File: config.mk
export PLATFORM = sky130hd
export DESIGN_NAME = usart_core
export DESIGN_NICKNAME = d
export VERILOG_FILES = /design/src/rtl/usart_pkg.sv /design/src/rtl/usart_core.sv
export SDC_FILE = /design/constraint.sdc
export NUM_CORES = 1
export LEC_CHECK = 0
export BUFFER_PORTS_ARGS = -buffer_cell sky130_fd_sc_hd__buf_2
export CORE_UTILIZATION = 38
export DETAILED_ROUTE_END_ITERATION = 8
export PLACE_DENSITY = 0.56
export SYNTH_ARGS = -nofsm -noshare
export SYNTH_HDL_FRONTEND = slang
export SYNTH_SLANG_ARGS = --single-unit
File: constraint.sdc
create_clock -name mclk -period 3.2 [get_ports mclk]
set_input_delay 0.16 -clock mclk [delete_from_list [all_inputs] [get_ports mclk]]
set_output_delay 0.16 -clock mclk [all_outputs]
set_load 0.02 [all_outputs]
File: src/rtl/usart_pkg.sv
package usart_pkg;

  // Register byte offsets on the APB slave.
  localparam logic [7:0] OFF_MAIN = 8'h00;
  localparam logic [7:0] OFF_RXCTL = 8'h04;
  localparam logic [7:0] OFF_IRQCLK = 8'h08;
  localparam logic [7:0] OFF_TXBUF = 8'h0c;
  localparam logic [7:0] OFF_RXBUF = 8'h10;
  localparam logic [7:0] OFF_DIVLO = 8'h14;
  localparam logic [7:0] OFF_PRESC = 8'h18;
  localparam logic [7:0] OFF_PINCTL = 8'h1c;

  // Oversampling timing in 16x ticks: full bit, half bit, seven eighths of a bit.
  localparam logic [3:0] SUB_LAST = 4'hf;
  localparam logic [3:0] SUB_HALF = 4'h7;
  localparam logic [3:0] SUB_SHORT = 4'hd;

  // Receive shift register width; the longest payload (data plus parity or ninth bit) is nine bits.
  localparam logic [3:0] RX_SHIFT_W = 4'ha;

  // Values after reset.
  localparam logic TX_EMPTY_RST = 1'b1;
  localparam logic [12:0] TX_SHIFT_RST = 13'h1fff;
  localparam logic [4:0] PRESC_RST = 5'h00;

  // Frame layout, bits 7:3 of the main control and status register.
  typedef struct packed {
    logic parity_enable;
    logic parity_type_sel1;
    logic tx_ninth_bit;
    logic frame_len_sel1;
    logic frame_len_sel0;
  } frame_cfg_t;

  // Interrupt enable and clock source register, bit 7 down to bit 0.
  typedef struct packed {
    logic stop2;
    logic stop78;
    logic tx_pin_enable;
    logic sync_mode_select;
    logic rx_clk_ext;
    logic tx_clk_ext;
    logic rx_irq_enable;
    logic tx_irq_enable;
  } irq_clk_cfg_t;

  typedef struct packed {
    logic psel;
    logic penable;
    logic pwrite;
    logic [7:0] paddr;
    logic [31:0] pwdata;
  } apb_req_t;

  typedef struct packed {
    logic pready;
    logic [31:0] prdata;
    logic pslverr;
  } apb_rsp_t;

  typedef enum logic [1:0] {
    TX_IDLE = 2'b01,
    TX_SHIFT = 2'b10
  } tx_state_t;

  typedef enum logic [2:0] {
    RX_IDLE = 3'b001,
    RX_START = 3'b010,
    RX_DATA = 3'b100
  } rx_state_t;

endpackage

File: src/rtl/usart_core.sv
`timescale 1ns/1ps
`default_nettype none

// Contract
// - Async uses 16x clock, sync uses 1x.
// - Frame end reloads shift; each buffer load sets empty flag.
// - Holding buffer write clears empty flag.
// - Active flag high until last stop ends.
// - Start low rechecked at half bit, mid-bit sampling.
// - Complete char to holding buffer, read clears.
// - Break flag on framing error, clears high.
// - Sync: launch on rising, capture on falling.
// - Clock pin input or driven from generator.
// - Seven data bits plus optional parity.
// - Eight data bits plus optional parity.
// - Nine data bits, ninth from register, no parity.
// - One or two stops, last optionally seven eighths.
// - Parity only for 7/8 bits when enabled.
// - Receiver needs only a single stop bit.
// - Tx interrupt pends while empty and enabled.
// - Rx interrupt pends while full and enabled.
// - Separate rx and tx interrupt vectors.
// - Tx and rx clock sources chosen independently.
// - Divisor upper bits live in prescaler register.
// - Prescaler code zero stops the clock.
// - Code k divides oscillator by (k+1)/2.
// - Async 16x clock divided by sixteen.
// - Divisor field holds N minus one.
// - Both selects set loop tx into rx.
module usart_core (
  input wire logic mclk,
  input wire logic rstn,
  input wire usart_pkg::apb_req_t apb_req,
  output usart_pkg::apb_rsp_t apb_rsp,
  input wire logic serial_rx_pin,
  output logic serial_tx_pin,
  input wire logic serial_clock_pin,
  output logic serial_clock_out,
  output logic serial_clock_oe,
  output logic tx_irq,
  output logic rx_irq
);
  import usart_pkg::*;

  typedef struct packed {
    apb_rsp_t rsp;
    frame_cfg_t frame_cfg;
    irq_clk_cfg_t irq_clk;
    logic rx_spare;
    logic clock_pin_drive;
    logic [7:0] tx_holding_buf;
    logic [7:0] rx_holding_buf;
    logic [4:0] presc;
    logic [10:0] divisor;
    logic [5:0] pre_acc;
    logic [10:0] baud_cnt;
    logic gen_clk;
    logic rx_meta;
    logic rx_sync;
    logic ck_meta;
    logic ck_sync;
    logic ck_prev;
    tx_state_t tx_state;
    logic [12:0] tx_shift_reg;
    logic [3:0] tx_left;
    logic [3:0] tx_sub;
    logic tx_buf_empty_flag;
    logic tx_active_flag;
    logic serial_tx;
    rx_state_t rx_state;
    logic [9:0] rx_shift_reg;
    logic [3:0] rx_cnt;
    logic [3:0] rx_sub;
    logic rx_buf_full_flag;
    logic rx_ninth_bit;
    logic rx_break_flag;
    logic overrun_err;
    logic framing_err;
    logic parity_err;
    logic tx_irq;
    logic rx_irq;
  } state_t;

  state_t s;
  state_t next_s;

  logic acc;
  logic done;
  logic hit;
  logic wr;
  logic rd;
  logic [7:0] rd_byte;
  logic [5:0] step;
  logic [5:0] lim;
  logic gen_tick;
  logic gen_rise;
  logic gen_fall;
  logic ext_rise;
  logic ext_fall;
  logic sync;
  logic nine;
  logic loopback;
  logic par_on;
  logic [3:0] nd;
  logic [3:0] nb_pre;
  logic tx_step;
  logic rx_step;
  logic tx_wr_now;
  logic tx_can_load;
  logic tx_last;
  logic sub_end;
  logic rx_in;
  logic [9:0] aligned;
  logic [7:0] rx_data;

  // Parity over seven or eight data bits: 00 odd, 01 even, 10 mark, 11 space.
  function automatic logic parity_of(input logic [7:0] d, input logic seven,
                                     input logic sel1, input logic sel0);
    logic ones;
    ones = seven ? ^d[6:0] : ^d;
    case ({sel1, sel0})
      2'b00: parity_of = ~ones;
      2'b01: parity_of = ones;
      2'b10: parity_of = 1'b1;
      default: parity_of = 1'b0;
    endcase
  endfunction

  // Combinational next state of the whole block.
  always_comb begin
    next_s = s;
    // Two-stage synchronisers; the edge detector reads only the second stage onward.
    next_s.rx_meta = serial_rx_pin;
    next_s.rx_sync = s.rx_meta;
    next_s.ck_meta = serial_clock_pin;
    next_s.ck_sync = s.ck_meta;
    next_s.ck_prev = s.ck_sync;
    ext_rise = s.ck_sync & ~s.ck_prev;
    ext_fall = ~s.ck_sync & s.ck_prev;

    sync = s.irq_clk.sync_mode_select;
    nine = s.frame_cfg.frame_len_sel1;
    loopback = s.frame_cfg.frame_len_sel1 & s.frame_cfg.frame_len_sel0;
    par_on = s.frame_cfg.parity_enable & ~nine;
    nd = nine ? 4'h9 : (s.frame_cfg.frame_len_sel0 ? 4'h7 : 4'h8);
    nb_pre = nd + {3'h0, par_on};

    // APB slave: one wait state, then pready for exactly one cycle.
    acc = apb_req.psel & apb_req.penable;
    done = acc & s.rsp.pready;
    hit = (apb_req.paddr[1:0] == 2'b00) && (apb_req.paddr <= OFF_PINCTL);
    wr = done & apb_req.pwrite & hit;
    rd = done & ~apb_req.pwrite & hit;
    case (apb_req.paddr)
      OFF_MAIN: rd_byte = {s.frame_cfg, s.overrun_err | s.framing_err | s.parity_err,
                           s.rx_buf_full_flag, s.tx_buf_empty_flag};
      OFF_RXCTL: rd_byte = {s.overrun_err, s.framing_err, s.parity_err, s.rx_spare,
                            s.rx_ninth_bit, 1'b0, s.tx_active_flag, s.rx_break_flag};
      OFF_IRQCLK: rd_byte = s.irq_clk;
      OFF_TXBUF: rd_byte = s.tx_holding_buf;
      OFF_RXBUF: rd_byte = s.rx_holding_buf;
      OFF_DIVLO: rd_byte = s.divisor[7:0];
      OFF_PRESC: rd_byte = {s.presc, s.divisor[10:8]};
      OFF_PINCTL: rd_byte = {7'h00, s.clock_pin_drive};
      default: rd_byte = 8'h00;
    endcase
    next_s.rsp.pready = acc & ~s.rsp.pready;
    if (acc & ~s.rsp.pready) begin
      next_s.rsp.prdata = {24'h000000, rd_byte};
      next_s.rsp.pslverr = ~hit;
    end

    // Register writes. The receive holding buffer and status flags ignore writes.
    tx_wr_now = wr && (apb_req.paddr == OFF_TXBUF);
    if (wr) begin
      case (apb_req.paddr)
        OFF_MAIN: next_s.frame_cfg = apb_req.pwdata[7:3];
        OFF_RXCTL: next_s.rx_spare = apb_req.pwdata[4];
        OFF_IRQCLK: next_s.irq_clk = apb_req.pwdata[7:0];
        OFF_TXBUF: begin
          next_s.tx_holding_buf = apb_req.pwdata[7:0];
          next_s.tx_buf_empty_flag = 1'b0;
        end
        OFF_DIVLO: next_s.divisor[7:0] = apb_req.pwdata[7:0];
        OFF_PRESC: begin
          next_s.presc = apb_req.pwdata[7:3];
          next_s.divisor[10:8] = apb_req.pwdata[2:0];
        end
        OFF_PINCTL: next_s.clock_pin_drive = apb_req.pwdata[0];
        default: next_s.clock_pin_drive = s.clock_pin_drive;
      endcase
    end
    // Read side effects; hardware sets further down win over these clears.
    if (rd && (apb_req.paddr == OFF_RXBUF)) begin
      next_s.rx_buf_full_flag = 1'b0;
    end
    if (rd && (apb_req.paddr == OFF_RXCTL)) begin
      next_s.overrun_err = 1'b0;
      next_s.framing_err = 1'b0;
      next_s.parity_err = 1'b0;
    end

    // Baud generator: half-step prescaler by accumulating two per cycle against k+1,
    // then the divisor counter. The accumulator trades a little jitter for no 2x clock.
    gen_tick = 1'b0;
    step = s.pre_acc + 6'd2;
    lim = {1'b0, s.presc} + 6'd1;
    if (s.presc == 5'h00) begin
      next_s.pre_acc = 6'd0;
      next_s.baud_cnt = 11'h000;
    end else if (step >= lim) begin
      next_s.pre_acc = step - lim;
      if (s.baud_cnt >= s.divisor) begin
        next_s.baud_cnt = 11'h000;
        gen_tick = 1'b1;
      end else begin
        next_s.baud_cnt = s.baud_cnt + 11'd1;
      end
    end else begin
      next_s.pre_acc = step;
    end
    // In sync mode two generator ticks make one serial clock period.
    if (gen_tick) begin
      next_s.gen_clk = ~s.gen_clk;
    end
    gen_rise = gen_tick & ~s.gen_clk;
    gen_fall = gen_tick & s.gen_clk;

    // Independent clock source per direction; sync steps on edges, async on 16x ticks.
    tx_step = s.irq_clk.tx_clk_ext ? ext_rise : (sync ? gen_rise : gen_tick);
    rx_step = s.irq_clk.rx_clk_ext ? (sync ? ext_fall : ext_rise)
                                   : (sync ? gen_fall : gen_tick);

    // Transmitter. A load is held off in the cycle software writes the buffer.
    tx_can_load = ~s.tx_buf_empty_flag & ~tx_wr_now;
    tx_last = (s.tx_left == 4'h1);
    sub_end = sync | (s.tx_sub == ((tx_last & s.irq_clk.stop78) ? SUB_SHORT : SUB_LAST));
    case (s.tx_state)
      TX_IDLE: begin
        if (tx_can_load & tx_step) begin
          next_s.tx_state = TX_SHIFT;
        end
      end
      TX_SHIFT: begin
        if (tx_step) begin
          if (sub_end) begin
            next_s.tx_sub = 4'h0;
            if (tx_last & ~tx_can_load) begin
              next_s.tx_state = TX_IDLE;
              next_s.tx_active_flag = 1'b0;
              next_s.tx_shift_reg = TX_SHIFT_RST;
            end else if (~tx_last) begin
              next_s.tx_shift_reg = {1'b1, s.tx_shift_reg[12:1]};
              next_s.tx_left = s.tx_left - 4'h1;
            end
          end else begin
            next_s.tx_sub = s.tx_sub + 4'h1;
          end
        end
      end
      default: next_s.tx_state = TX_IDLE;
    endcase
    // Load holding buffer into the shift register: idle start or back to back.
    if (tx_can_load & tx_step & ((s.tx_state == TX_IDLE) | (tx_last & sub_end))) begin
      next_s.tx_state = TX_SHIFT;
      next_s.tx_sub = 4'h0;
      next_s.tx_active_flag = 1'b1;
      next_s.tx_buf_empty_flag = 1'b1;
      next_s.tx_left = nb_pre + 4'h2 + {3'h0, s.irq_clk.stop2};
      if (nine) begin
        next_s.tx_shift_reg = {3'h7, s.frame_cfg.tx_ninth_bit, s.tx_holding_buf, 1'b0};
      end else if (nd == 4'h7) begin
        next_s.tx_shift_reg = {4'hf, par_on ? parity_of(s.tx_holding_buf, 1'b1,
                               s.frame_cfg.parity_type_sel1, s.frame_cfg.tx_ninth_bit) : 1'b1,
                               s.tx_holding_buf[6:0], 1'b0};
      end else begin
        next_s.tx_shift_reg = {3'h7, par_on ? parity_of(s.tx_holding_buf, 1'b0,
                               s.frame_cfg.parity_type_sel1, s.frame_cfg.tx_ninth_bit) : 1'b1,
                               s.tx_holding_buf, 1'b0};
      end
    end
    // In loopback the pin idles at mark while the line goes inside.
    next_s.serial_tx = (s.irq_clk.tx_pin_enable & ~loopback) ? next_s.tx_shift_reg[0] : 1'b1;

    // Receiver.
    rx_in = loopback ? s.tx_shift_reg[0] : s.rx_sync;
    if (rx_in) begin
      next_s.rx_break_flag = 1'b0;
    end
    aligned = s.rx_shift_reg >> (RX_SHIFT_W - nb_pre);
    rx_data = (nd == 4'h7) ? {1'b0, aligned[6:0]} : aligned[7:0];
    case (s.rx_state)
      RX_IDLE: begin
        if (rx_step & ~rx_in) begin
          next_s.rx_state = sync ? RX_DATA : RX_START;
          next_s.rx_sub = 4'h0;
          next_s.rx_cnt = 4'h0;
        end
      end
      RX_START: begin
        if (rx_step) begin
          if (s.rx_sub == SUB_HALF) begin
            next_s.rx_state = rx_in ? RX_IDLE : RX_DATA;
            next_s.rx_sub = 4'h0;
          end else begin
            next_s.rx_sub = s.rx_sub + 4'h1;
          end
        end
      end
      RX_DATA: begin
        if (rx_step) begin
          if (sync | (s.rx_sub == SUB_LAST)) begin
            next_s.rx_sub = 4'h0;
            if (s.rx_cnt == nb_pre) begin
              // Only one stop bit is checked, whatever the transmit setting.
              next_s.rx_state = RX_IDLE;
              next_s.rx_holding_buf = rx_data;
              next_s.overrun_err = next_s.overrun_err | next_s.rx_buf_full_flag;
              next_s.rx_buf_full_flag = 1'b1;
              if (nine) begin
                next_s.rx_ninth_bit = aligned[8];
              end
              if (~rx_in) begin
                next_s.framing_err = 1'b1;
                next_s.rx_break_flag = 1'b1;
              end
              if (par_on && (aligned[nd] != parity_of(aligned[7:0], nd == 4'h7,
                  s.frame_cfg.parity_type_sel1, s.frame_cfg.tx_ninth_bit))) begin
                next_s.parity_err = 1'b1;
              end
            end else begin
              next_s.rx_shift_reg = {rx_in, s.rx_shift_reg[9:1]};
              next_s.rx_cnt = s.rx_cnt + 4'h1;
            end
          end else begin
            next_s.rx_sub = s.rx_sub + 4'h1;
          end
        end
      end
      default: next_s.rx_state = RX_IDLE;
    endcase

    // Level-pending requests; each feeds its own vector in the interrupt controller.
    next_s.tx_irq = next_s.tx_buf_empty_flag & next_s.irq_clk.tx_irq_enable;
    next_s.rx_irq = next_s.rx_buf_full_flag & next_s.irq_clk.rx_irq_enable;
  end

  // Single state register; reset loads constants only.
  always_ff @(posedge mclk) begin
    if (!rstn) begin
      s <= '0;
      s.presc <= PRESC_RST;
      s.tx_buf_empty_flag <= TX_EMPTY_RST;
      s.tx_shift_reg <= TX_SHIFT_RST;
      s.serial_tx <= 1'b1;
      s.tx_state <= TX_IDLE;
      s.rx_state <= RX_IDLE;
    end else begin
      s <= next_s;
    end
  end

  // Every output is a field of the state register.
  assign apb_rsp = s.rsp;
  assign serial_tx_pin = s.serial_tx;
  assign serial_clock_out = s.gen_clk;
  assign serial_clock_oe = s.clock_pin_drive;
  assign tx_irq = s.tx_irq;
  assign rx_irq = s.rx_irq;

endmodule

`default_nettype wire

==> flow_summary.json, run 1 <==
{
  "status": "finished, final reports clean",
  "die_area_sq_um": 20400,
  "core.rowCount": 51,
  "setup_violations": 0,
  "ys_types": 67,
  "drv_cap": 0,
  "endpoint_kind": "flop",
  "place_area_sq_um": 8290,
  "firstDrtPassIters": 6,
  "routedWlPerCell_microns": 15.6,
  "rsz0062_at_grt": "yes",
  "n_antenna_cell": 0,
  "stdcell_area_sq_um": 9300,
  "final_core_util_pct": 47.8,
  "yosys-top-cells-area": "dfxtp_1 (36%), mux2i_1 (8.1%), ha_1 (5.0%)",
  "synthFlopType": "dfxtp_1",
  "worstMarginPinSlew_ps": 848,
  "clock_skew_ps": 10.9,
  "worst_hold_slack_ps": 17.3,
  "synth_top_area_share_pct": 35.8,
  "drt_wl_total_microns": 19100,
  "synth_edf_count": 0,
  "cts.sinks": 135,
  "cts_root_buf": "clkbuf_16",
  "cp.arrival_ps": 3530,
  "ios": 86,
  "critPathKind": "flop to flop",
  "required_ps": 3550,
  "layout_commonest_cell": "dfxtp_1",
  "viasPerCell": 5.14,
  "antenna_found_initial": 0,
  "nets": 1031,
  "fmax_mhz": 315,
  "die_x_microns": 143,
  "ant_nets": 0,
  "final_cell_mix": "dfxtp_1 (133), nor2_1 (98), buf_4 (69)",
  "drt-initial-drc-count": 443,
  "critPathLaunchType": "flop",
  "hp-class": "input port to flop",
  "synth.yosys.seq_area_share_pct": 35.8,
  "first_global_vias": 5921,
  "cts_made_buffers": 17,
  "ys_ff_latch": 135,
  "ir_drop_mv": 0.361,
  "grt_start_max_net_pins": 55,
  "finalCritPeriodShare_pct": 99.3,
  "area_growth_pct": 23.2,
  "io_buffers": 37,
  "core_area_sq_um": 19500,
  "initial_core_util_pct": 38.8,
  "hpwl_microns": 13800,
  "die_h_microns": 143,
  "htreeDepth": 4,
  "grt_pass1_wl_microns": 30700,
  "drc_errors": 0,
  "synth-warning-count": 0,
  "clock_path_buffers": 2,
  "synth.avg_cell_area_sq_um": 8.75,
  "yosysTopAreaCell": "dfxtp_1",
  "cts.clk_slew.worst_paths_ps": 60,
  "maxSlewViolCount": 0,
  "grt_overflow": 0,
  "power.leakage_nw": 3.74,
  "grt_usage_pct": 19.6,
  "hold_viol": 0,
  "fin_crit_ps": 3180,
  "synth_area_sq_um": 7550,
  "gp_congestion": 0.847,
  "worstPathMaxFanout": 5,
  "synthCells": 863,
  "layout-drive-gt1-share_pct": 21.4,
  "vias": 6313,
  "tritoncts": "built",
  "power_density_nw_per_um2": 426,
  "crit_start": "s[89]",
  "reg2reg_from": "s[89]",
  "hold_start": "apb_req[42]",
  "synthArstFlopShare_pct": 0,
  "slew_headroom_pct": 43.4,
  "clk_latency_ps": 420
}
critical path, cell delays in order, from the launching register on:
cell and delay (ps):
dfxtp_4 390, inv_4 40, ha_4 250, inv_2 40, fa_2 340, a21oi_2 160
o21ai_1 90, a21o_1 180, a21o_1 210, and3b_2 240, a21oi_4 230, buf_6 150
nand4b_1 150, mux2_4 310, mux2_2 260, nor2_1 70
logic make-up after synthesis:
| family | count (synthesis) | share of synthesized area (%) |
|---|---|---|
| buffers and inverters | 105 | 7.04 |
| multiplexers | 72 | 10.8 |
| flip-flops | 135 | 35.8 |
| AO/OA/AOI/OAI | 162 | 14.9 |
| AND/OR/NAND/NOR | 301 | 19.5 |
| XOR/XNOR | 55 | 6.48 |
| other | 1 | 0.0496 |
| adder cells (fa/ha/maj) | 32 | 5.50 |
state kept, by name, indices dropped and copies added, names as in the netlist:
register	cells
serial_tx_pin	1
apb_rsp	10
serial_clock_oe	1
rx_irq	1
s	115
serial_clock_out	1
sync	1
tx_irq	1
nine	1
next_s	3
synth_stat cells (all sizes together) (11+ instances only):
cell type and n:
dfxtp 135, nor2 99, nand2 67, mux2i 61, buf 43, inv 36, o21ai 34, xnor2 32
a21oi 31, ha 30, nor3 28, clkbuf 26, xor2 23, nor2b 20, nand2b 14, nand3 14
a21o 11, nand4 11
routing by layer:
metal	part of all wire [%]	global-route usage, %	wire length [microns]	vias up
met2	45	31.2	8640	142
met4	1.4	6.00	275	0
li1	-	-	-	3198
met3	4.8	4.39	924	19
met5	0	0	0	-
met1	49	26.4	9290	2954
per-stage QoR:
stage,total power (W),worst slack (ps),cells,setup TNS [ps]
2_1_floorplan,0.00186,-19.4,886,-19.4
3_3_place_gp,0.00189,-155,1180,-628
3_5_place_dp,0.00189,-214,1180,-1780
4_1_cts,0.00401,9.57,1221,0
5_1_grt,0.00410,-106,1229,-440
6_report,0.00396,21.4,1229,0
cell type report:
type	instances	area [sq um]
Sequential cell	135	2710
Clock inverter	11	173
Fill cell	1867	10200
Multi-Input combinational cell	646	4650
Tap cell	265	332
Inverter	36	138
Timing Repair Buffer	116	830
Clock buffer	20	467
worst paths after layout:
kind / to / slack (ps) / depth (start not counted)
hold / removal: apb_rsp[33] / 20 / 3
setup reg to reg: s[37] / 20 / 15
setup / recovery: s[37] / 20 / 15
hold reg to reg: next_s[55] / 430 / 1
where the power goes:
part	leakage (nW)	internal, W	total [W]	switching [W]
sequential	1.09	0.00169	0.00170	0.00000921
clock	0.312	0.00136	0.00211	0.000747
combinational	2.34	0.0000419	0.000150	0.000108
timing repair:
item                                   in CTS  in global routing
setup endpoints to repair                  36                 35
setup buffers                               7                  8
cloned                                      0                  0
gates resized for setup                     9                 44
endpoints found under the hold margin       3                  0
pin swaps                                   3                 22
hold buffers                                3                  0
No activity file was read; power rests on OpenSTA's default activity.
==> inputs of run 2 (changes only) <==
- PLACE_DENSITY: 0.56 -> default
==> flow_summary.json, run 2 (synthesis gave the netlist of run 1 again) <==
{
  "instances_no_fill": 1220,
  "firstDrtPassIters": 5,
  "viasPerCell": 5.13,
  "tritoncts": "built",
  "cts_root_buf": "clkbuf_16",
  "hp-class": "input port to flop",
  "final_cell_mix": "dfxtp_1 (133), nor2_1 (97), nand2_1 (64), buf_4 (64), mux2i_1 (61)",
  "stdcell_area_sq_um": 9060,
  "required_ps": 3560,
  "ios": 86,
  "slew_headroom_pct": 45.1,
  "ant_nets": 0,
  "gp_congestion": 0.847,
  "grt_usage_pct": 19.1,
  "core_area_sq_um": 19500,
  "cts.clk_slew.worst_paths_ps": 60,
  "fin_tns_setup_ps": 0,
  "antenna_found_initial": 0,
  "grt_pass1_wl_microns": 30200,
  "layout_commonest_cell": "dfxtp_1",
  "n_antenna_cell": 0,
  "core.rowCount": 51,
  "cp.arrival_ps": 3430,
  "power.leakage_nw": 3.63,
  "critPathLaunchType": "flop",
  "largest_reg_flops": 115,
  "cts.sinks": 135,
  "comb_power_share_pct": 4.1,
  "grt_overflow": 0,
  "drt_wl_total_microns": 18700,
  "die_h_microns": 143,
  "cts_made_buffers": 17,
  "clk_latency_ps": 430,
  "critPathKind": "flop to flop",
  "drt-initial-drc-count": 404,
  "drc_errors": 0,
  "finalCritPeriodShare_pct": 95.9,
  "htreeDepth": 4,
  "worstMarginPinSlew_ps": 813,
  "nets": 1021,
  "clock_skew_ps": 9.88,
  "grt_start_max_net_pins": 57,
  "area_growth_pct": 19.9,
  "layout-drive-gt1-share_pct": 19.6,
  "final_core_util_pct": 46.6,
  "die_x_microns": 143,
  "holdPathStages": 3,
  "first_global_vias": 5817,
  "place_inst": 1176,
  "power_switching_w": 0.000871,
  "power_density_nw_per_um2": 406,
  "seqPwrFrac_pct": 46.3,
  "swShare_pct": 23.7,
  "maxSlewViolCount": 0,
  "n_fill_cell": 1938,
  "initial_core_util_pct": 38.8,
  "place_area_sq_um": 8240,
  "status": "finished, final reports clean",
  "routedWlPerCell_microns": 15.4,
  "r2r_slack_ps": 130,
  "io_buffers": 37,
  "clock_path_buffers": 2,
  "vias": 6264,
  "ir_drop_mv": 0.325,
  "fmax_mhz": 326,
  "worstPathMaxFanout": 4,
  "endpoint_kind": "flop",
  "hold_viol": 0,
  "finalPower_w": 0.00368,
  "pwr-share-clk_pct": 49.6,
  "internal_power_w": 0.00281,
  "hpwl_microns": 13500,
  "regMostFlops": "s",
  "drv_cap": 0,
  "die_area_sq_um": 20400,
  "rr_worst_depth": 14,
  "fin_crit_ps": 3070,
  "setup_violations": 0
}
## run 2: final cells by class
cell class                      count  area [sq um]  share of cell area, %
Multi-Input combinational cell    646          4610                   50.9
Tap cell                          265           332                   3.66
Sequential cell                   135          2710                   29.9
Clock buffer                       22           484                   5.34
Timing Repair Buffer              106           726                   8.01
Inverter                           36           135                   1.49
Clock inverter                     10          70.1                  0.773
## run 2: per-layer routing
layer | share of wire [%] | track usage, % | vias to the layer above
li1 | - | - | 3161
met1 | 49 | 26.0 | 2926
met2 | 44 | 29.6 | 156
met3 | 5.0 | 4.59 | 21
met4 | 1.6 | 6.11 | 0
met5 | 0 | 0 | -
## run 2: worst paths after layout
check | from | endpoint
hold reg to reg | next_s[56] | next_s[55]
setup / recovery | s[89] | s[37]
setup reg to reg | s[89] | s[37]
hold / removal | apb_req[2] | s[104]
## run 2: power groups by stage
stage               registers [W]  logic, W  clock network (W)
floorplan                 0.00174  0.000127                  0
global placement          0.00174  0.000147                  0
detailed placement        0.00174  0.000147                  0
CTS                       0.00170  0.000151            0.00187
global route              0.00170  0.000167            0.00194
finish                    0.00170  0.000152            0.00182
## run 2: worst max-delay path, stage by stage (launching register included)
cell and delay (ps):
dfxtp_2 360, inv_2 60, ha_4 250, inv_2 40
fa_2 350, a21oi_2 170, o21ai_1 90, a21o_1 160
a21o_1 200, and3b_2 240, a21oi_4 250, nand4b_1 200
mux2_4 310, mux2_4 260, nor2_2 60
## run 2: metrics by stage
step	worst slack [ps]	hold slack [ps]
floorplan	-19.4	287
detailed placement	-122	378
global placement	-58.1	368
CTS	25.6	44.0
finish	130	50.1
global route	-47.8	72.4
## run 2: what timing repair did
item,CTS,global route
pin swaps,1,12
hold buffers,4,0
buffers inserted,0,8
gates cloned,0,0
setup endpoints to repair,13,32
resized for setup,5,23
hold endpoints to repair,3,0
